==> config.mk <==
export PLATFORM = sky130hd
export DESIGN_NAME = can_msgbuf
export DESIGN_NICKNAME = d
export VERILOG_FILES = /design/src/shared/can_msgbuf_pkg.sv /design/src/verilog/can_msgbuf.sv
export SDC_FILE = /design/constraint.sdc
export NUM_CORES = 1
export LEC_CHECK = 0
export BUFFER_PORTS_ARGS = -buffer_cell sky130_fd_sc_hd__buf_2
export CAP_MARGIN = 0
export CORE_MARGIN = 2
export CORE_UTILIZATION = 60
export CTS_CLUSTER_DIAMETER = 100
export DETAILED_ROUTE_END_ITERATION = 16
export PLACE_DENSITY_LB_ADDON = 0.2
export SYNTH_ARGS = -nofsm -noshare
export SYNTH_HDL_FRONTEND = slang
export SYNTH_SLANG_ARGS = --single-unit
==> constraint.sdc <==
create_clock -name mclk -period 4.9 [get_ports mclk]
set_clock_uncertainty 0.15 [all_clocks]
set_input_delay 0.245 -clock mclk [delete_from_list [all_inputs] [get_ports mclk]]
set_output_delay 0.245 -clock mclk [all_outputs]
set_load 0.02 [all_outputs]
==> src/shared/can_msgbuf_pkg.sv <==
// Package for the CAN message buffer block: register map, field positions, reset values.
// Assumes a byte-wide register port and three transmit buffers plus one receive foreground buffer.
package can_msgbuf_pkg;

	// ==========================================================
	// Widths
	localparam int ADDR_W = 6;
	localparam int NUM_TX = 3;
	localparam int NUM_BYTES = 8;
	localparam int STAMP_W = 16;

	// ==========================================================
	// Transmit window (shows the selected transmit buffer)
	localparam logic [5:0] OFF_TX_ID_HIGH = 6'h00;
	localparam logic [5:0] OFF_TX_ID_LOW = 6'h01;
	localparam logic [5:0] OFF_TX_LENGTH = 6'h04;
	localparam logic [5:0] OFF_TX_PRIORITY = 6'h05;
	localparam logic [5:0] OFF_TX_STAMP_HIGH = 6'h06;
	localparam logic [5:0] OFF_TX_STAMP_LOW = 6'h07;
	localparam logic [2:0] PAGE_TX_DATA = 3'h1;

	// ==========================================================
	// Receive window (foreground receive buffer)
	localparam logic [5:0] OFF_RX_ID_HIGH = 6'h10;
	localparam logic [5:0] OFF_RX_ID_LOW = 6'h11;
	localparam logic [5:0] OFF_RX_LENGTH = 6'h14;
	localparam logic [5:0] OFF_RX_STAMP_HIGH = 6'h16;
	localparam logic [5:0] OFF_RX_STAMP_LOW = 6'h17;
	localparam logic [2:0] PAGE_RX_DATA = 3'h3;

	// ==========================================================
	// Control and status
	localparam logic [5:0] OFF_TX_FLAGS = 6'h20;
	localparam logic [5:0] OFF_TX_SELECT = 6'h21;
	localparam logic [5:0] OFF_CONTROL = 6'h22;
	localparam logic [5:0] OFF_STATUS = 6'h23;

	// ==========================================================
	// Field positions
	localparam int ID_LOW_LSB = 5;
	localparam int RTR_BIT = 4;
	localparam int IDE_BIT = 3;
	localparam int CTL_INIT_BIT = 0;
	localparam int CTL_STAMP_BIT = 1;
	localparam logic [3:0] MAX_PAYLOAD = 4'h8;

	// ==========================================================
	// Reset values
	localparam logic [2:0] TXE_RESET = 3'h7;
	localparam logic CTL_INIT_RESET = 1'b1;
	localparam logic CTL_STAMP_RESET = 1'b0;

endpackage

==> src/verilog/can_msgbuf.sv <==
// Message buffer storage for a CAN controller: three transmit buffers, one receive buffer,
// local priority selection and a bit-time stamping counter.
// Assumes the protocol engine supplies bit ticks, start-of-frame requests and acknowledge pulses.
//
// The register offsets and strobed register access were chosen for this implementation.
`timescale 1ns/1ps
`default_nettype none

// Notes on behaviour
// - Standard identifier: eleven bits, upper eight in first byte, lower three high.
// - On the bus, a smaller identifier value wins arbitration.
// - Bit 4 of second identifier byte is the remote-request flag; zero is data.
// - Bit 3 selects standard (0) or extended (1) identifier format.
// - Unused identifier bits read zero; software must ignore them.
// - Each buffer holds eight payload bytes.
// - Length code in bits 3:0, binary count zero to eight.
// - Remote frames send the length code as written but no payload bytes.
// - Before start of frame, only buffers with cleared empty flag compete.
// - The competing buffer with smallest local priority is chosen.
// - Ties on local priority go to the lowest buffer index.
// - Priority register accessible only when selected buffer is empty.
// - With stamping on, counter value captured into active buffer on acknowledge.
// - Stamp counter free-runs on bit ticks; wrap is not flagged.
// - Stamp counter held at zero in initialization mode.
// - Stamp bytes read-only; valid while buffer is empty and selected.
// - Set empty flag means buffer free; clearing it queues the buffer.
// - Buffer select register decides which transmit buffer the window shows.
// - Three transmit buffers, each with full private storage.
module can_msgbuf
	import can_msgbuf_pkg::*;
(
	input wire logic mclk,
	input wire logic arst_n,
	input wire logic [ADDR_W-1:0] reg_addr,
	input wire logic [7:0] reg_wdata,
	input wire logic reg_wr,
	input wire logic reg_rd,
	output logic [7:0] reg_rdata,
	input wire logic bit_tick,
	input wire logic sof_request,
	input wire logic tx_ack,
	input wire logic [2:0] tx_byte_idx,
	output logic [7:0] tx_byte,
	output logic tx_valid,
	output logic [1:0] tx_index,
	output logic [10:0] tx_id,
	output logic tx_rtr,
	output logic tx_ide,
	output logic [3:0] tx_dlc,
	output logic [3:0] tx_byte_count,
	input wire logic arb_sample,
	input wire logic [10:0] arb_bus_id,
	output logic arb_lost,
	input wire logic rx_hdr_we,
	input wire logic [10:0] rx_id,
	input wire logic rx_rtr,
	input wire logic rx_ide,
	input wire logic [3:0] rx_dlc,
	input wire logic rx_byte_we,
	input wire logic [2:0] rx_byte_idx,
	input wire logic [7:0] rx_byte,
	input wire logic rx_ack,
	output logic [NUM_TX-1:0] tx_empty,
	output logic init_mode
);

	// ==========================================================
	// State
	typedef struct packed {
		logic [NUM_TX-1:0][7:0] tx_idh;
		logic [NUM_TX-1:0][4:0] tx_idl;
		logic [NUM_TX-1:0][NUM_BYTES-1:0][7:0] tx_data;
		logic [NUM_TX-1:0][3:0] tx_dlc;
		logic [NUM_TX-1:0][7:0] tx_rank;
		logic [NUM_TX-1:0][STAMP_W-1:0] tx_stamp;
		logic [NUM_TX-1:0] txe;
		logic [NUM_TX-1:0] sel;
		logic ctl_init;
		logic ctl_stamp;
		logic [7:0] rx_idh;
		logic [4:0] rx_idl;
		logic [NUM_BYTES-1:0][7:0] rx_data;
		logic [3:0] rx_dlc;
		logic [STAMP_W-1:0] rx_stamp;
		logic [STAMP_W-1:0] timer;
		logic active;
		logic [1:0] act_idx;
		logic [10:0] out_id;
		logic out_rtr;
		logic out_ide;
		logic [3:0] out_dlc;
		logic [3:0] out_count;
		logic [7:0] out_byte;
		logic lost;
		logic [7:0] rdata;
	} state_s;

	state_s st_q;
	state_s st_d;

	// ==========================================================
	// Helpers
	function automatic logic [1:0] low_index(input logic [NUM_TX-1:0] v);
		logic [1:0] r;
		r = 2'h0;
		for (int i = NUM_TX - 1; i >= 0; i--)
		begin
			if (v[i])
			begin
				r = 2'(i);
			end
		end
		return r;
	endfunction

	function automatic logic [NUM_TX-1:0] low_onehot(input logic [NUM_TX-1:0] v);
		return v & (~v + NUM_TX'(1));
	endfunction

	logic [1:0] sel_idx;
	logic win_ok;
	logic [1:0] best_idx;
	logic best_found;
	logic [7:0] best_rank;

	always_comb
	begin
		sel_idx = low_index(st_q.sel);
		win_ok = (st_q.sel != '0) && st_q.txe[sel_idx];
	end

	// Local priority selection over queued buffers
	always_comb
	begin
		best_idx = 2'h0;
		best_found = 1'b0;
		best_rank = 8'hFF;
		for (int i = 0; i < NUM_TX; i++)
		begin
			if (!st_q.txe[i])
			begin
				if (!best_found || st_q.tx_rank[i] < best_rank)
				begin
					best_idx = 2'(i);
					best_rank = st_q.tx_rank[i];
					best_found = 1'b1;
				end
			end
		end
	end

	// ==========================================================
	// Next state
	always_comb
	begin
		logic [3:0] dlc_sel;
		logic [7:0] rd_val;
		dlc_sel = 4'h0;
		rd_val = 8'h00;
		st_d = st_q;

		// Stamp counter
		if (st_q.ctl_init)
		begin
			st_d.timer = '0;
		end
		else if (bit_tick)
		begin
			st_d.timer = st_q.timer + STAMP_W'(1);
		end

		// Register writes
		if (reg_wr)
		begin
			if (win_ok && reg_addr[5:3] == PAGE_TX_DATA)
			begin
				st_d.tx_data[sel_idx][reg_addr[2:0]] = reg_wdata;
			end
			else
			begin
				case (reg_addr)
					OFF_TX_ID_HIGH:
					begin
						if (win_ok)
						begin
							st_d.tx_idh[sel_idx] = reg_wdata;
						end
					end
					OFF_TX_ID_LOW:
					begin
						if (win_ok)
						begin
							st_d.tx_idl[sel_idx] = reg_wdata[7:IDE_BIT];
						end
					end
					OFF_TX_LENGTH:
					begin
						if (win_ok)
						begin
							st_d.tx_dlc[sel_idx] = reg_wdata[3:0];
						end
					end
					OFF_TX_PRIORITY:
					begin
						if (win_ok)
						begin
							st_d.tx_rank[sel_idx] = reg_wdata;
						end
					end
					OFF_TX_FLAGS:
					begin
						st_d.txe = st_q.txe & ~reg_wdata[NUM_TX-1:0];
					end
					OFF_TX_SELECT:
					begin
						st_d.sel = low_onehot(reg_wdata[NUM_TX-1:0] & st_q.txe);
					end
					OFF_CONTROL:
					begin
						st_d.ctl_init = reg_wdata[CTL_INIT_BIT];
						st_d.ctl_stamp = reg_wdata[CTL_STAMP_BIT];
					end
					default:
					begin
					end
				endcase
			end
		end

		// Start of frame: pick the next buffer
		if (sof_request)
		begin
			st_d.active = best_found;
			st_d.act_idx = best_idx;
			st_d.lost = 1'b0;
			dlc_sel = st_q.tx_dlc[best_idx];
			st_d.out_id = {st_q.tx_idh[best_idx], st_q.tx_idl[best_idx][4:2]};
			st_d.out_rtr = st_q.tx_idl[best_idx][RTR_BIT-IDE_BIT];
			st_d.out_ide = st_q.tx_idl[best_idx][0];
			st_d.out_dlc = dlc_sel;
			if (st_q.tx_idl[best_idx][RTR_BIT-IDE_BIT])
			begin
				st_d.out_count = 4'h0;
			end
			else if (dlc_sel > MAX_PAYLOAD)
			begin
				st_d.out_count = MAX_PAYLOAD;
			end
			else
			begin
				st_d.out_count = dlc_sel;
			end
		end

		// Arbitration compare against the identifier seen on the bus
		if (arb_sample && st_q.active && arb_bus_id < st_q.out_id)
		begin
			st_d.lost = 1'b1;
		end

		st_d.out_byte = st_q.tx_data[st_q.act_idx][tx_byte_idx];

		// Acknowledged transmission frees the buffer; set wins over clear
		if (tx_ack && st_q.active)
		begin
			st_d.txe[st_q.act_idx] = 1'b1;
			st_d.active = 1'b0;
			if (st_q.ctl_stamp)
			begin
				st_d.tx_stamp[st_q.act_idx] = st_q.timer;
			end
		end

		// Receive side capture
		if (rx_hdr_we)
		begin
			st_d.rx_idh = rx_id[10:3];
			st_d.rx_idl = {rx_id[2:0], rx_rtr, rx_ide};
			st_d.rx_dlc = rx_dlc;
		end
		if (rx_byte_we)
		begin
			st_d.rx_data[rx_byte_idx] = rx_byte;
		end
		if (rx_ack && st_q.ctl_stamp)
		begin
			st_d.rx_stamp = st_q.timer;
		end

		// Register reads, data one cycle later; unmapped reads return zero
		if (reg_rd)
		begin
			if (reg_addr[5:3] == PAGE_TX_DATA)
			begin
				rd_val = win_ok ? st_q.tx_data[sel_idx][reg_addr[2:0]] : 8'h00;
			end
			else if (reg_addr[5:3] == PAGE_RX_DATA)
			begin
				rd_val = st_q.rx_data[reg_addr[2:0]];
			end
			else
			begin
				case (reg_addr)
					OFF_TX_ID_HIGH: rd_val = win_ok ? st_q.tx_idh[sel_idx] : 8'h00;
					OFF_TX_ID_LOW: rd_val = win_ok ? {st_q.tx_idl[sel_idx], 3'h0} : 8'h00;
					OFF_TX_LENGTH: rd_val = win_ok ? {4'h0, st_q.tx_dlc[sel_idx]} : 8'h00;
					OFF_TX_PRIORITY: rd_val = win_ok ? st_q.tx_rank[sel_idx] : 8'h00;
					OFF_TX_STAMP_HIGH: rd_val = win_ok ? st_q.tx_stamp[sel_idx][15:8] : 8'h00;
					OFF_TX_STAMP_LOW: rd_val = win_ok ? st_q.tx_stamp[sel_idx][7:0] : 8'h00;
					OFF_RX_ID_HIGH: rd_val = st_q.rx_idh;
					OFF_RX_ID_LOW: rd_val = {st_q.rx_idl, 3'h0};
					OFF_RX_LENGTH: rd_val = {4'h0, st_q.rx_dlc};
					OFF_RX_STAMP_HIGH: rd_val = st_q.rx_stamp[15:8];
					OFF_RX_STAMP_LOW: rd_val = st_q.rx_stamp[7:0];
					OFF_TX_FLAGS: rd_val = {5'h00, st_q.txe};
					OFF_TX_SELECT: rd_val = {5'h00, st_q.sel};
					OFF_CONTROL: rd_val = {6'h00, st_q.ctl_stamp, st_q.ctl_init};
					OFF_STATUS: rd_val = {4'h0, st_q.lost, st_q.act_idx, st_q.active};
					default: rd_val = 8'h00;
				endcase
			end
		end
		st_d.rdata = rd_val;
	end

	// ==========================================================
	// Registers
	always_ff @(posedge mclk or negedge arst_n)
	begin
		if (!arst_n)
		begin
			st_q <= '0;
			st_q.txe <= TXE_RESET;
			st_q.ctl_init <= CTL_INIT_RESET;
			st_q.ctl_stamp <= CTL_STAMP_RESET;
		end
		else
		begin
			st_q <= st_d;
		end
	end

	// ==========================================================
	// Outputs
	assign reg_rdata = st_q.rdata;
	assign tx_byte = st_q.out_byte;
	assign tx_valid = st_q.active;
	assign tx_index = st_q.act_idx;
	assign tx_id = st_q.out_id;
	assign tx_rtr = st_q.out_rtr;
	assign tx_ide = st_q.out_ide;
	assign tx_dlc = st_q.out_dlc;
	assign tx_byte_count = st_q.out_count;
	assign arb_lost = st_q.lost;
	assign tx_empty = st_q.txe;
	assign init_mode = st_q.ctl_init;

endmodule

`default_nettype wire

## Word-level counts from Yosys, hierarchy flattened

Cells that the tools add are included.

- Add/subtract/negate cells: 2
- $lt $le $gt $ge: 14
- Equality and inequality tests: 16
- Muxes and demuxes: 91
- Bitwise logic cells: 7
- Reductions and logical operators: 26

Operators by type and width:

| kind | count |
|---|---|
| binary-select mux 64 bit (select 2 bit) | 2 |
| bitwise mux 192 bit | 1 |
| two-way mux 64 bit | 3 |
| two-way mux 8 bit | 23 |
| demux 64 bit (select 2 bit) | 1 |
| one-hot mux 8 bit (15 select lines) | 1 |
| binary-select mux 8 bit (select 3 bit) | 3 |
| bitwise mux 64 bit | 1 |
| two-way mux 16 bit | 4 |
| binary-select mux 8 bit (select 2 bit) | 3 |
| bitwise mux 24 bit | 2 |
| bitwise mux 48 bit | 1 |
| demux 8 bit (select 3 bit) | 2 |
| binary-select mux 16 bit (select 2 bit) | 1 |
| demux 16 bit (select 2 bit) | 1 |
| equality test 6 x 5 -> 1 bit, second input constant | 5 |
| equality test 6 x 3 -> 1 bit, second input constant | 4 |
| equality test 6 bit, second input constant | 4 |
| two-way mux 24 bit | 1 |
| two-way mux 4 bit | 6 |
| binary-select mux 5 bit (select 2 bit) | 2 |
| adder 16 x 1 -> 16 bit, second input constant | 1 |
| binary-select mux 4 bit (select 2 bit) | 2 |
| demux 8 bit (select 2 bit) | 1 |
| 34 further kinds | 81 |

- Register bits after elaboration: 477
- Bits of input ports: 67
- Logic and storage cells: 222

## Logic depth before layout (Yosys ltp)

- Depth in word-level cells: 16
- Depth in mapped cells: 19

## Worst setup path after synthesis

No wires, ideal clock.

- Path type: register -> register
- Start point: register st_q, in the netlist tx_empty[0]
- End point: register st_q, in the netlist tx_byte_count[0]
- Library setup time: 0.120 ns
- Data arrival time: 3.919 ns
- Slack: 0.711 ns
- Cell stages (with the launch flop): 19
- Path buffers: 3
- Cell sequence: dfstp_2 clkbuf_1 nor2_1 ha_1 a21o_1 a221oi_4 a21oi_4 a21o_1 buf_2 o22ai_1 ha_1 a21o_1 a21oi_1 o2111ai_1 a211oi_2 nor3_2 buf_6 a32o_1 a31o_1

- Cells in the longest elaborated chain, start to end: 14

Ends and longest elaborated chain:

| element | RTL line | RTL |
|---|---|---|
| start: declaration | can_msgbuf.sv:98 | `state_s st_q;` |
| start signal: assignment | can_msgbuf.sv:339 | `st_q <= st_d;` |
| two-way mux 8 bit | can_msgbuf.sv:140 | `if (!st_q.txe[i])` |
| less-than comparator 8 bit | can_msgbuf.sv:142 | `if (!best_found \|\| st_q.tx_rank[i] < best_rank)` |
| logical OR 1 bit | can_msgbuf.sv:142 |  |
| two-way mux 8 bit or two-way mux 1 bit (tied branches) | can_msgbuf.sv:142 |  |
| two-way mux 8 bit or two-way mux 1 bit (tied branches) | can_msgbuf.sv:140 |  |
| less-than comparator 8 bit or zero test 1 bit (tied branches) | can_msgbuf.sv:142 |  |
| logical OR 1 bit | can_msgbuf.sv:142 |  |
| two-way mux 2 bit | can_msgbuf.sv:142 |  |
| two-way mux 2 bit (*) | can_msgbuf.sv:140 |  |
| binary-select mux 4 bit (select 2 bit) | can_msgbuf.sv:236 | `dlc_sel = st_q.tx_dlc[best_idx];` |
| two-way mux 4 bit (implied by the code) | can_msgbuf.sv:236 |  |
| > comparator 4 bit | can_msgbuf.sv:245 | `else if (dlc_sel > MAX_PAYLOAD)` |
| two-way mux 4 bit | can_msgbuf.sv:245 |  |
| two-way mux 4 bit (*) | can_msgbuf.sv:241 | `if (st_q.tx_idl[best_idx][RTR_BIT-IDE_BIT])` |

Every way passes the cells marked *; elsewhere a longest branch is shown, timed or not. The select of a mux whose other input is x is not followed.
A chain may end at the register's enable or synchronous reset.

## Final worst setup path

- Start point: register st_q, in the netlist tx_empty[0]
- End point: register st_q, in the netlist tx_id[4]

- Cells in the longest elaborated chain, start to end: 11

Ends and longest elaborated chain:

| element | RTL line | RTL |
|---|---|---|
| two-way mux 8 bit | can_msgbuf.sv:140 |  |
| less-than comparator 8 bit | can_msgbuf.sv:142 |  |
| logical OR 1 bit | can_msgbuf.sv:142 |  |
| two-way mux 8 bit or two-way mux 1 bit (tied branches) | can_msgbuf.sv:142 |  |
| two-way mux 8 bit or two-way mux 1 bit (tied branches) | can_msgbuf.sv:140 |  |
| less-than comparator 8 bit or zero test 1 bit (tied branches) | can_msgbuf.sv:142 |  |
| logical OR 1 bit | can_msgbuf.sv:142 |  |
| two-way mux 2 bit | can_msgbuf.sv:142 |  |
| two-way mux 2 bit (*) | can_msgbuf.sv:140 |  |
| binary-select mux 8 bit (select 2 bit) (*) | can_msgbuf.sv:237 | `st_d.out_id = {st_q.tx_idh[best_idx], st_q.tx_idl[best_idx][4:2]};` |
| two-way mux 8 bit (implied by the code) (*) | can_msgbuf.sv:237 |  |

Marks and branches as above.

==> results_tabular.tex <==
\begin{tabular}{lr}
\hline
Metric & Value \\
\hline
\multicolumn{2}{l}{\textbf{Drt}} \\
Final WL & roughly 75,000 um \\
Via total after detailed routing & approximately 19k \\
Average via count per standard cell & 6.839 \\
DRC marker count from the first detailed-route iteration & between 2k and 2.5k \\
Number of detailed-route iterations in the first pass & 6 \\
Post-route ant nets & 0 \\
Routed length per placed instance & 26.55 um \\
Number of remaining DRC errors & 0 \\
\multicolumn{2}{l}{\textbf{Synth}} \\
Synth cell types & 92 \\
Cell types with the largest area share after synthesis & dfrtp\_1 47\%, mux2\_2 18\%, a22oi\_1 3.1\%, mux2i\_1 2.8\%, nand2\_1 2.3\% \\
Cell area after synthesis & 0.02534 mm\^{}2 \\
Count leader, synth & dfrtp\_1 \\
Number of instances in the synthesized netlist & 2,221 \\
List of most frequent post-synthesis cells & 473 x dfrtp\_1, 396 x mux2\_2, 153 x nand2\_1, 152 x nor2\_1, 103 x a22oi\_1 \\
Share of the synthesized area in the top cell type & 46.72\% \\
Number of flops mapped to enable cells by yosys & 0 \\
Synth area leader & dfrtp\_1 \\
Share of synthesized area occupied by flip-flops and latches & 47.13\% \\
Syn Area/Cell & 11.41 um\^{}2 \\
Async SR Flop Fraction & 100.0\% \\
Ys flop type & dfrtp\_1 \\
Post-synthesis sequential element count & roughly 480 \\
Number of warnings issued by yosys & 0 \\
Total nets after synthesis & around 2.3k \\
\multicolumn{2}{l}{\textbf{Pwr}} \\
Max VDD drop & 0.3827 mV \\
Pwr dens & approximately 380 mW/mm\^{}2 \\
Power dissipated by switching net loads & $\sim$3.2 mW \\
Part of the total power dissipated in the clock network & 37.1\% \\
Share of total power in sequential cells & 43.9\% \\
Pleak & 12.79 nW \\
Int Pwr & 7.334 mW \\
Switching share of power & 30.66\% \\
Part of the total power dissipated in combinational logic & 19.0\% \\
\multicolumn{2}{l}{\textbf{Finish}} \\
Sequential standard cell area & around 0.012 mm\^{}2 \\
Count of filler cells inserted in the layout & 3,128 \\
Layout Nets & 2,353 \\
Antenna fix cells & 0 \\
Multi-input gate area in the final layout & 0.01235 mm\^{}2 \\
Fraction of final layout cells with drive strength greater than 1 & 31.02\% \\
Post-synthesis to final-layout area growth & 10.96\% \\
\multicolumn{2}{l}{\textbf{Global routing}} \\
GRT overflow & 0 \\
Gr usage total & 34.78\% \\
Initial antenna violation count & 1 \\
Largest net degree at the start of global routing & 120 \\
Number of global-route vias before repair & 19.24k \\
Global-route wire length before repair & approximately 120,000 um \\
\multicolumn{2}{l}{\textbf{Floorplan}} \\
Number of core rows & 75 \\
Core Footprint & 0.04185 mm\^{}2 \\
Die ar. & 0.04389 mm\^{}2 \\
Die span in y & 209.5 um \\
Die Span X & 209.5 um \\
Top-level I/O count & 112 \\
Initial cell density of the core & between 60\% and 70\% \\
\multicolumn{2}{l}{\textbf{STA}} \\
Setup violators final & 0 \\
Portion of the clock cycle consumed by the worst path in the final layout & 92.31\% \\
Time the worst path needs with I/O delays and setup & 4523 ps \\
Headroom to the max-slew limit & about 29\% \\
Slew at the pin with the worst max-slew slack & 1058 ps \\
Worst-case hold slack & 36.27 ps \\
Setup TNS & 0 ps \\
Final hold violations & 0 \\
F\_max & 221.1 MHz \\
RSZ-0062 raised after global routing & false \\
Slew Limit Fails & 0 \\
\multicolumn{2}{l}{\textbf{Placement}} \\
Number of port buffers & around 110 \\
Routability cong. & just under 0.9 \\
Detailed placement HPWL & 47,880 um \\
\multicolumn{2}{l}{\textbf{Clock tree}} \\
Clock transition at the registers of the reported paths & 70 ps \\
TritonCTS clock tree & done \\
Maximum clock insertion buffer count & 3 \\
Worst skew pair latency & 600 ps \\
H-tree depth & 2 \\
Number of setup buffers added after CTS & 0 \\
Cts bufs inserted & 51 \\
Number of clock sinks & 477 \\
Root Buffer & clkbuf\_16 \\
\multicolumn{2}{l}{\textbf{Setup path}} \\
Critical path startpoint category & flip-flop \\
Cell type of the slowest stage on the worst timing path & dfstp\_2 \\
Worst R2R Setup Slack & $\sim$380 ps \\
Data arrival time of the critical path & 4870 ps \\
R2r endpoint & tx\_id[4] \\
Kind of cell with the highest combined delay on the critical path & compound AO/OA/AOI/OAI gates \\
Worst reg2reg path depth & 16 \\
Sort of element at the end of the critical path & flip-flop \\
Required time of the critical path & 5250 ps \\
Kind of critical path & reg -> reg \\
Crit path cell chain & nor2\_1 > ha\_1 > a21o\_1 > a221oi\_4 > a21oi\_4 > a21o\_2 > o22ai\_1 > ha\_1 > a21o\_1 > a21oi\_1 > o2111ai\_1 > a211oi\_2 > o21a\_1 > buf\_4 > nand2\_1 > o211ai\_1 \\
CP peak stage delay & 730 ps \\
Maximum fanout encountered on the critical timing path & 21 \\
Critical register-to-register path startpoint & tx\_empty[0] \\
CP Buf/Inv Count & 1 \\
\multicolumn{2}{l}{\textbf{Run status}} \\
Run status & finished, final reports clean \\
\multicolumn{2}{l}{\textbf{Hold path}} \\
Worst Hold Endpoint & st\_q[148] \\
Worst min path class & in -> reg \\
Min-Delay Path Depth & 2 \\
Origin of the worst min-delay path & rx\_hdr\_we \\
\multicolumn{2}{l}{\textbf{Run}} \\
Total of max-cap violations & 0 \\
\hline
\end{tabular}
==> cell families after synthesis <==
logic type	Yosys count	share of synthesized area, %
compound gates	501	13.96
simple gates	448	8.652
xor+xnor	13	0.4494
fa+ha+maj	25	1.235
buf+inv	228	4.267
flops	477	47.13
mux	529	24.31
==> state kept, by name, summed over array words and instances, names as in the netlist, 2 cells and up <==
signal / cells
tx_id: 11
tx_index: 2
tx_byte_count: 4
tx_byte: 8
tx_empty: 3
reg_rdata: 8
tx_dlc: 4
st_q: 432
==> final cells by class <==
type,instances,share of cell area [%]
Sequential cell,477,42.50
Inverter,23,0.3071
Multi-Input combinational cell,1516,43.93
Clock inverter,13,0.5207
Clock buffer,81,5.519
Timing Repair Buffer,192,4.824
Tap cell,539,2.399
==> worst max path at each step <==
stage / startpoint / endpoint / slack (ps) / cells past startpoint
after global routing: tx_empty[0] / tx_rtr / 110 / 16
after CTS: tx_empty[0] / tx_id[6] / 190 / 16
after global placement: tx_empty[0] / tx_id[5] / 230 / 16
final: tx_empty[0] / tx_id[4] / 380 / 16
after detailed placement: tx_empty[0] / tx_id[6] / 200 / 16
after floorplan: tx_empty[0] / tx_byte_count[0] / 710 / 18
==> power by group through the flow <==
stage                     clock [mW]  combinational (mW)  sequential, mW
after floorplan                    0                1.49            4.43
after global placement             0                1.87            4.68
after detailed placement           0                1.90            4.70
after CTS                       3.97                1.95            4.63
after global routing            4.13                2.13            4.68
final                           3.93                2.01            4.64
==> worst reg2reg max path: cells and delay by family, from the launching register on <==
family	cells	cell delay, ps
AO/OA/AOI/OAI	11	2510
adder cells (fa/ha/maj)	2	580
buffers and inverters	1	250
flip-flops	1	730
AND/OR/NAND/NOR	2	210
==> layer usage <==
layer,part of all wire [%],GRT usage [%],wire length [um],vias up
met3,9.4,7.586,7099,152
li1,-,-,-,8312
met5,0.013,0,10,-
met2,46,53.93,34690,978
met1,42,49.65,31470,9985
met4,2.9,10.25,2167,2
==> through the flow <==
| step | area [um^2] | instances | setup WS [ps] | power [mW] | util (%) |
|---|---|---|---|---|---|
| final | 28110 | 2841 | 376.9 | 10.58 | 67.17 |
| after global routing | 28110 | 2841 | 108.3 | 10.94 | 67.17 |
| after CTS | 28110 | 2841 | 189.1 | 10.55 | 67.15 |
| after detailed placement | 25930 | 2699 | 203.7 | 6.593 | 61.95 |
| after global placement | 25930 | 2699 | 227.0 | 6.550 | 61.95 |
| after floorplan | 25340 | 2221 | 711.1 | 5.925 | - |
==> timing repair <==
item / in CTS / in global routing
hold endpoints to repair: 220 / 0
hold buffers: 48 / 0
resized for setup: 0 / 2
endpoints found under the setup margin: 0 / 19
==> cells in the final DEF (no fill, tap or decap), types with 28 or more instances in the layout <==
cell type and instances:
a211oi_1 37, a21oi_1 90, a221oi_1 34, a22oi_1 103, buf_2 110, buf_4 28, clkbuf_16 53, dfrtp_1 469
dlygate4sd3_1 48, mux2_1 36, mux2_2 396, mux2i_1 70, nand2_1 153, nor2_1 152, o211ai_1 31, o21ai_0 73
Note: power is estimated with default switching activity, not from simulation.
